## src/rtl/dmr_consts.svh

```systemverilog
`ifndef DMR_CONSTS_SVH
`define DMR_CONSTS_SVH
// Command pins {cs_n, ras_n, cas_n, we_n}
`define DMR_CMD_REGSET     4'h0
`define DMR_CMD_REFRESH    4'h1
`define DMR_CMD_PRECHARGE  4'h2
`define DMR_CMD_NOP        4'h7
// Bank-address select codes
`define DMR_BA_MODE        2'h0
`define DMR_BA_EXT1        2'h1
`define DMR_BA_EXT2        2'h2
`define DMR_BA_EXT3        2'h3
// Mode register field positions
`define DMR_BL_LSB         0
`define DMR_ORDER_BIT      3
`define DMR_CL_LSB         4
`define DMR_TEST_BIT       7
`define DMR_DLLRST_BIT     8
`define DMR_WR_LSB         9
`define DMR_PDX_BIT        12
// Burst length codes
`define DMR_BL_CODE4       3'h2
`define DMR_BL_CODE8       3'h3
// Extended register one fields
`define DMR_DLL_DIS_BIT    0
`define DMR_IMP_LSB        7
`define DMR_IMP_DEFAULT    3'h7
`define DMR_IMP_EXIT       3'h0
// Register reset content (undefined in silicon; zero here)
`define DMR_REG_RESET      13'h0000
// Clocks after DLL reset before reads are safe
`define DMR_DLL_LOCK_CLKS  200
`define DMR_LOCK_W         8
`endif

```

## src/rtl/dmr_pkg.sv

```systemverilog
package dmr_pkg;
	typedef enum logic [1:0] {
		DMR_BL4      = 2'h0,
		DMR_BL8      = 2'h1,
		DMR_BL_RSVD  = 2'h2
	} dmr_burst_len_t;

	typedef struct packed {
		logic [2:0] cnt;
		logic [2:0] start;
		logic       eight;
		logic       interleave;
		logic       busy;
	} dmr_seq_state_t;
endpackage

```

## src/rtl/dmr_burst_if.sv

```systemverilog
`timescale 1ns/10ps
interface dmr_burst_if;
	logic       start;
	logic [2:0] start_col;
	logic       eight;
	logic       interleave;
	logic       beat_valid;
	logic [2:0] beat_col;
	logic       last;
	modport ctrl (output start, output start_col, output eight, output interleave,
		input beat_valid, input beat_col, input last);
	modport seq (input start, input start_col, input eight, input interleave,
		output beat_valid, output beat_col, output last);
endinterface

```

## src/rtl/dmr_burst_seq.sv

```systemverilog
`timescale 1ns/10ps
module dmr_burst_seq
	import dmr_pkg::*;
(
	// Clock and reset
	input  wire logic ref_clk,
	input  wire logic resetn,
	// Sequencing
	dmr_burst_if.seq  bus
);
	dmr_seq_state_t s_q;
	dmr_seq_state_t s_d;
	logic [2:0]     nxt_col;

	// Column offset for a beat; sequential wraps inside a nibble
	function automatic logic [2:0] dmr_col(input logic [2:0] st, input logic [2:0] beat,
		input logic il, input logic eight);
		logic [2:0] c;
		c = 3'h0;
		if (il)
			c = st ^ beat;
		else
		begin
			c[1:0] = 2'(st[1:0] + beat[1:0]);
			c[2]   = st[2] ^ beat[2];
		end
		if (!eight)
			c[2] = st[2];
		return c;
	endfunction

	always_comb
	begin
		s_d = s_q;
		nxt_col = 3'h0;
		if (bus.start)
		begin
			s_d.busy       = 1'b1;
			s_d.start      = bus.start_col;
			s_d.eight      = bus.eight;
			s_d.interleave = bus.interleave;
			s_d.cnt        = 3'h0;
		end
		else if (s_q.busy)
		begin
			s_d.cnt = 3'(s_q.cnt + 3'h1);
			if (s_q.cnt == (s_q.eight ? 3'h7 : 3'h3))
				s_d.busy = 1'b0;
		end
		nxt_col = dmr_col(s_q.start, s_q.cnt, s_q.interleave, s_q.eight);
	end

	always_ff @(posedge ref_clk or negedge resetn)
	begin
		if (!resetn)
			s_q <= '0;
		else
			s_q <= s_d;
	end

	assign bus.beat_valid = s_q.busy;
	assign bus.beat_col   = nxt_col;
	assign bus.last       = s_q.busy && (s_q.cnt == (s_q.eight ? 3'h7 : 3'h3));
endmodule

```

## src/rtl/dmr_mode_ctrl.sv

```systemverilog
// Contract
// - Both bank bits pick the target register
// - Register write replaces every field
// - Register writes never touch array contents
// - All-low command and banks writes mode
// - Burst length in bits 0 to 2
// - Bit 3 picks sequential or interleaved
// - Bits 4 to 6 give latency 3-7
// - Bit 8 set resets the DLL
// - Bits 9 to 11 give write recovery
// - Bit 12 selects fast or slow exit
// - Burst eight orders by nibble or XOR
// - Start 5 gives documented eight-beat orders
// - Bank code one writes ext register one
`timescale 1ns/10ps
`include "dmr_consts.svh"
module dmr_mode_ctrl
	import dmr_pkg::*;
#(
	parameter int LOCK_CLKS = `DMR_DLL_LOCK_CLKS
)
(
	// Clock and reset
	input  wire logic                ref_clk,
	input  wire logic                resetn,
	// Command pins
	input  wire logic                cke,
	input  wire logic                cs_n,
	input  wire logic                ras_n,
	input  wire logic                cas_n,
	input  wire logic                we_n,
	input  wire logic [1:0]          ba,
	input  wire logic [12:0]         addr,
	// Burst request from the column path
	input  wire logic                burst_start,
	input  wire logic [2:0]          burst_col,
	// Register contents and decoded mode fields
	output logic [12:0]              operating_mode_config,
	output logic [12:0]              ext_config_reg_one,
	output logic [12:0]              ext_config_reg_two,
	output logic [12:0]              ext_config_reg_three,
	output dmr_pkg::dmr_burst_len_t  burst_len,
	output logic                     burst_order_select,
	output logic [2:0]               cas_latency,
	output logic                     cas_latency_valid,
	output logic                     test_mode_bit,
	output logic [2:0]               write_recovery,
	output logic                     write_recovery_valid,
	output logic                     powerdown_exit_select,
	output logic [2:0]               driver_impedance_calibration,
	// Status
	output logic                     dll_reset_pulse,
	output logic                     dll_locked,
	output logic                     regs_written,
	output logic                     refresh_seen,
	// Burst beats
	output logic                     beat_valid,
	output logic [2:0]               beat_col,
	output logic                     beat_last
);
	import dmr_pkg::*;

	// Lock counter width caps the settle time
	if (LOCK_CLKS < 1 || LOCK_CLKS > 255)
	begin : g_lock_range
		$error("LOCK_CLKS out of range");
	end

	typedef struct packed {
		logic [12:0]    opcfg;
		logic [12:0]    e1;
		logic [12:0]    e2;
		logic [12:0]    e3;
		dmr_burst_len_t bl;
		logic [2:0]     cl;
		logic           cl_ok;
		logic [2:0]     wr;
		logic           wr_ok;
		logic           dll_rst;
		logic [`DMR_LOCK_W-1:0] lock_cnt;
		logic           locked;
		logic [3:0]     written;
		logic           refreshed;
		logic           all_wr;
		logic           bstart;
		logic [2:0]     bcol;
		logic           bvalid;
		logic [2:0]     bbeat;
		logic           blast;
	} dmr_ctrl_state_t;

	dmr_ctrl_state_t s_q;
	dmr_ctrl_state_t s_d;
	dmr_burst_if     bif ();
	logic [3:0]      cmd;
	logic            is_regset;

	function automatic dmr_burst_len_t dmr_bl_decode(input logic [2:0] code);
		unique case (code)
			`DMR_BL_CODE4: return DMR_BL4;
			`DMR_BL_CODE8: return DMR_BL8;
			default:       return DMR_BL_RSVD;
		endcase
	endfunction

	assign cmd       = {cs_n, ras_n, cas_n, we_n};
	assign is_regset = cke && (cmd == `DMR_CMD_REGSET);

	always_comb
	begin
		s_d = s_q;
		s_d.dll_rst = 1'b0;
		s_d.bstart  = burst_start;
		s_d.bcol    = burst_col;
		// Only register state moves; no path reaches the array
		if (is_regset)
		begin
			unique case (ba)
				`DMR_BA_MODE:
				begin
					s_d.opcfg = addr;
					s_d.bl = dmr_bl_decode(addr[`DMR_BL_LSB +: 3]);
					s_d.cl = addr[`DMR_CL_LSB +: 3];
					s_d.cl_ok = (addr[`DMR_CL_LSB +: 3] >= 3'h3);
					s_d.wr = 3'(addr[`DMR_WR_LSB +: 3] + 3'h1);
					s_d.wr_ok = (addr[`DMR_WR_LSB +: 3] >= 3'h1)
						&& (addr[`DMR_WR_LSB +: 3] <= 3'h5);
					s_d.written[0] = 1'b1;
					if (addr[`DMR_DLLRST_BIT])
					begin
						s_d.dll_rst  = 1'b1;
						s_d.locked   = 1'b0;
						s_d.lock_cnt = '0;
					end
				end
				`DMR_BA_EXT1:
				begin
					s_d.e1 = addr;
					s_d.written[1] = 1'b1;
				end
				`DMR_BA_EXT2:
				begin
					s_d.e2 = addr;
					s_d.written[2] = 1'b1;
				end
				`DMR_BA_EXT3:
				begin
					s_d.e3 = addr;
					s_d.written[3] = 1'b1;
				end
			endcase
		end
		// Registered so the status output leaves a flip-flop
		s_d.all_wr = &s_d.written;
		// Lock counter runs until the DLL has had its settle time
		if (!s_q.locked && !s_d.dll_rst && s_q.written[0])
		begin
			if (s_q.lock_cnt == `DMR_LOCK_W'(LOCK_CLKS - 1))
				s_d.locked = 1'b1;
			else
				s_d.lock_cnt = `DMR_LOCK_W'(s_q.lock_cnt + 1'b1);
		end
		if (cke && cmd == `DMR_CMD_REFRESH)
			s_d.refreshed = 1'b1;
		s_d.bvalid = bif.beat_valid;
		s_d.bbeat  = bif.beat_col;
		s_d.blast  = bif.last;
	end

	always_ff @(posedge ref_clk or negedge resetn)
	begin
		if (!resetn)
		begin
			s_q    <= '0;
			s_q.opcfg <= `DMR_REG_RESET;
			s_q.bl <= DMR_BL_RSVD;
		end
		else
			s_q <= s_d;
	end

	// Burst setup only samples the register; overlapping start restarts it
	assign bif.start      = s_q.bstart && (s_q.bl != DMR_BL_RSVD);
	assign bif.start_col  = s_q.bcol;
	assign bif.eight      = (s_q.bl == DMR_BL8);
	assign bif.interleave = s_q.opcfg[`DMR_ORDER_BIT];

	dmr_burst_seq u_seq (
		.ref_clk (ref_clk),
		.resetn  (resetn),
		.bus     (bif.seq)
	);

	assign operating_mode_config        = s_q.opcfg;
	assign ext_config_reg_one           = s_q.e1;
	assign ext_config_reg_two           = s_q.e2;
	assign ext_config_reg_three         = s_q.e3;
	assign burst_len                    = s_q.bl;
	assign burst_order_select           = s_q.opcfg[`DMR_ORDER_BIT];
	assign cas_latency                  = s_q.cl;
	assign cas_latency_valid            = s_q.cl_ok;
	assign test_mode_bit                = s_q.opcfg[`DMR_TEST_BIT];
	assign write_recovery               = s_q.wr;
	assign write_recovery_valid         = s_q.wr_ok;
	assign powerdown_exit_select        = s_q.opcfg[`DMR_PDX_BIT];
	assign driver_impedance_calibration = s_q.e1[`DMR_IMP_LSB +: 3];
	assign dll_reset_pulse              = s_q.dll_rst;
	assign dll_locked                   = s_q.locked;
	assign regs_written                 = s_q.all_wr;
	assign refresh_seen                 = s_q.refreshed;
	assign beat_valid                   = s_q.bvalid;
	assign beat_col                     = s_q.bbeat;
	assign beat_last                    = s_q.blast;
endmodule

```

## config.mk

```make
export PLATFORM = sky130hd
export DESIGN_NAME = dmr_mode_ctrl
export DESIGN_NICKNAME = d
export VERILOG_FILES = /design/src/rtl/dmr_pkg.sv /design/src/rtl/dmr_burst_if.sv /design/src/rtl/dmr_burst_seq.sv /design/src/rtl/dmr_mode_ctrl.sv
export VERILOG_INCLUDE_DIRS = /design/src /design/src/rtl
export SDC_FILE = /design/constraint.sdc
export NUM_CORES = 1
export LEC_CHECK = 0
export ABC_AREA = 1
export BUFFER_PORTS_ARGS = -buffer_cell sky130_fd_sc_hd__clkbuf_2
export CORE_MARGIN = 5
export CORE_UTILIZATION = 50
export DETAILED_ROUTE_END_ITERATION = 7
export PLACE_DENSITY = 0.75
export SYNTH_ARGS = -nofsm -noshare
export SYNTH_HDL_FRONTEND = slang
export SYNTH_SLANG_ARGS = --single-unit
export TNS_END_PERCENT = 1
```

## constraint.sdc

```tcl
create_clock -name ref_clk -period 4 [get_ports ref_clk]
set_input_delay 0.2 -clock ref_clk [delete_from_list [all_inputs] [get_ports ref_clk]]
set_output_delay 0.2 -clock ref_clk [all_outputs]
set_load 0.1 [all_outputs]
```

==> results.md <==
* GP Congestion at 0.806
* Synth cell types at 29
* Fmax achieved at 0.641 GHz
* Reg clk slew, reported paths at 0.09 ns
* Post-CTS Setup Bufs at 0
* Startpoint Class: flip-flop
* Synth Flop Type: dfrtp_1
* Total CTS buffers at 9
* Routed WL at 8.89 mm
* Status: completed
* Full die area at 11,000 sq um
* Fillers at 833
* Hold Buf Count CTS at 5
* Initial drt markers at 117
* Max Cap Viol at 0
* EDFF count, synth at 0
* Critical Path Fanout Max at 3
* Total Negative Setup Slacks at 0 ns
* Syn. warnings at 0
* Max incr delay on CP at 0.55 ns
* Async S/R FF share, synth at 1.00
* Vias in the first global route at 3,166
* Pin count of the biggest net entering global routing at 62
* Worst vdd ir at 386 uV
* Worst Hold Depth at 2
* Syn_nets at 499
* Sequential area share after synthesis at 0.517
* Die Y at 105 microns
* Initial antenna violation count at 0
* Area grow syn2layout at 6.87%
* Tightest Pin Transition at 0.772 ns
* Cell count after synthesis at 468
* Final Hold Fails at 0
* Worst EP required at 3.80 ns
* Max H-tree Level at 3
* Layout Skew at 0.0135 ns
* Wire per inst at 14.2 microns
* Slew headroom at 0.485
* Most area-hungry cell type in the Yosys netlist: dfrtp_1
* R2R cell count at 7
* Pwr dens at 664 nW/um^2
* Num rows at 34
* Final nets at 543
* Crit end category: primary output
* Unrepaired setup endpoints after global routing: false
* Core area at 8760 sq um
* Drt drc at 0
* Post-DRT Antenna Nets at 0
* Post-synth top area share at 0.512
* Buf/Inv on CP at 1
* All-Layer GR Usage at 0.168
* Yosys reg bits at 93
* CTS tree: built
* Via density at 4.75
* Syn Std Cell Area at 4500 sq um
* Minimum clock period at 1.56 ns
* Worst setup path class: reg -> out
* Tcrit/Tclk final at 0.390
* Routed vias at 2,967
* # resized after CTS at 0
* Power, Total at 0.00319 W
* CP delay by family, top: flip-flops
* IO Pins at 103
* IO Port Bufs at 102
* Post-Syn Area per Cell at 9.62 sq um
* CTS Sinks at 93
* Crit path max-delay cell type: dfstp_2
* Hold Path Class: in -> reg
* Die width at 105 microns
* Final HPWL DP at 6.44 mm
* Worst EP arrival at 1.36 ns
* Worst-case clock buffer depth at 2
* Top-count cell post-synth: nand2_1
* Final slew viol count at 0
* Final Core Density at 0.549
* Leak at 2.61 nW
* Root buf cell: clkbuf_8
* Final Setup Violations at 0
* Ranking of synthesized cells by area: dfrtp_1 (51%), buf_4 (11%), nand2_1 (9.6%)
* DR pass1 iterations at 4
* Ant diodes at 0
* Congestion Overflow GR at 0
* CP Cell Sequence: clkbuf_2
* Initial Util at 0.514
* Most common library cells after synthesis: nand2_1 (115), dfrtp_1 (92), buf_4 (66)
* First-pass GRT wire length at 15.2 mm
* Crit path depth at 1
* Clk_lat worst skew at 0.35 ns
* Layout cell share with drive strength beyond 1 at 0.346
[final timing paths]
path / slack, ns / from / endpoint
setup / recovery: 2.44 / burst_len[1]$_DFFE_PN1P_ / burst_len[1]
hold / removal: 0.14 / we_n / refresh_seen$_DFFE_PN0P_
setup reg to reg: 2.57 / s_q[16]$_DFF_PN0_ / s_q[16]$_DFF_PN0_
hold reg to reg: 0.46 / bif.start_col[0]$_DFF_PN0_ / u_seq.s_q[3]$_DFFE_PN0P_
max in group asynchronous: 2.61 / resetn / ext_config_reg_three[0]$_DFFE_PN0P_
min in group asynchronous: 0.45 / resetn / ext_config_reg_one[9]$_DFFE_PN0P_
[layout by cell type, fill, tap and decap left out, types with 2 or more instances in the layout]
cell / Yosys / routed
nand2_4: 3 / 3
o21ai_2: 46 / 46
dfrtp_1: 92 / 92
clkbuf_1: 0 / 2
xnor2_1: 4 / 4
nor2_1: 31 / 31
o21a_1: 2 / 2
clkbuf_2: 0 / 101
inv_2: 4 / 4
buf_4: 66 / 2
nand2_1: 115 / 115
clkbuf_8: 0 / 10
a21oi_1: 7 / 7
nand3_1: 13 / 13
o21ai_0: 7 / 7
o21ai_1: 9 / 9
inv_1: 39 / 39
dlygate4sd3_1: 0 / 5
xor2_1: 2 / 2
ha_1: 5 / 5
nor2_4: 3 / 3
[final cells by class]
type / count / area (sq um) / area share
tap: 108 / 135 / 0.0281
clock buffer: 12 / 145 / 0.0302
multi-input combinational: 257 / 1410 / 0.294
timing repair buffer: 108 / 571 / 0.119
clock inverter: 4 / 55.1 / 0.0114
inverter: 43 / 161 / 0.0336
sequential: 93 / 2330 / 0.484
[worst reg2reg max path: cells and delay by family (launching register included)]
family,cells,cell delay (ns)
adders and majority gates,1,0.24
DFF,1,0.42
and+or+nand+nor,5,0.53
AOI/OAI and AO/OA,1,0.15
[metrics by stage]
stage	hold WS, ns	instances	setup slack [ns]	instance area, sq um
2_1_floorplan	-0.0956	468	2.44	4500
3_3_place_gp	0.309	604	2.53	4560
3_5_place_dp	0.310	604	2.51	4560
4_1_cts	0.117	625	2.41	4810
5_1_grt	0.120	625	2.37	4810
6_report	0.136	625	2.44	4810
[state kept, by name (all words and copies together), names as in the netlist]
register               flops
ext_config_reg_one        13
regs_written               1
u_seq.bus.beat_valid       1
beat_col                   3
cas_latency_valid          1
u_seq.s_q                  8
dll_reset_pulse            1
ext_config_reg_three      13
s_q                       13
burst_len                  2
beat_valid                 1
operating_mode_config     13
bif.start_col              3
write_recovery_valid       1
refresh_seen               1
ext_config_reg_two        13
dll_locked                 1
write_recovery             3
beat_last                  1
[power breakdown]
| part | internal [W] | switching [W] |
|---|---|---|
| clock | 0.000310 | 0.000325 |
| sequential | 0.00110 | 0.000124 |
| combinational | 0.000231 | 0.00111 |
| total | 0.00164 | 0.00155 |
[cells by family after synthesis]
group	count (synthesis)	synth area share
fa+ha+maj	5	0.0139
flops	93	0.517
compound gates	74	0.123
xor+xnor	6	0.0117
simple gates	172	0.165
buf+inv	118	0.168
[metal layers]
metal	GRT usage	part of all wire	vias to the layer above
li1	-	-	1492
met1	0.213	0.43	1389
met2	0.288	0.51	82
met3	0.0481	0.060	4
met4	0.0365	0.0042	0
met5	0	0	-
(Power assumes the default switching activity.)
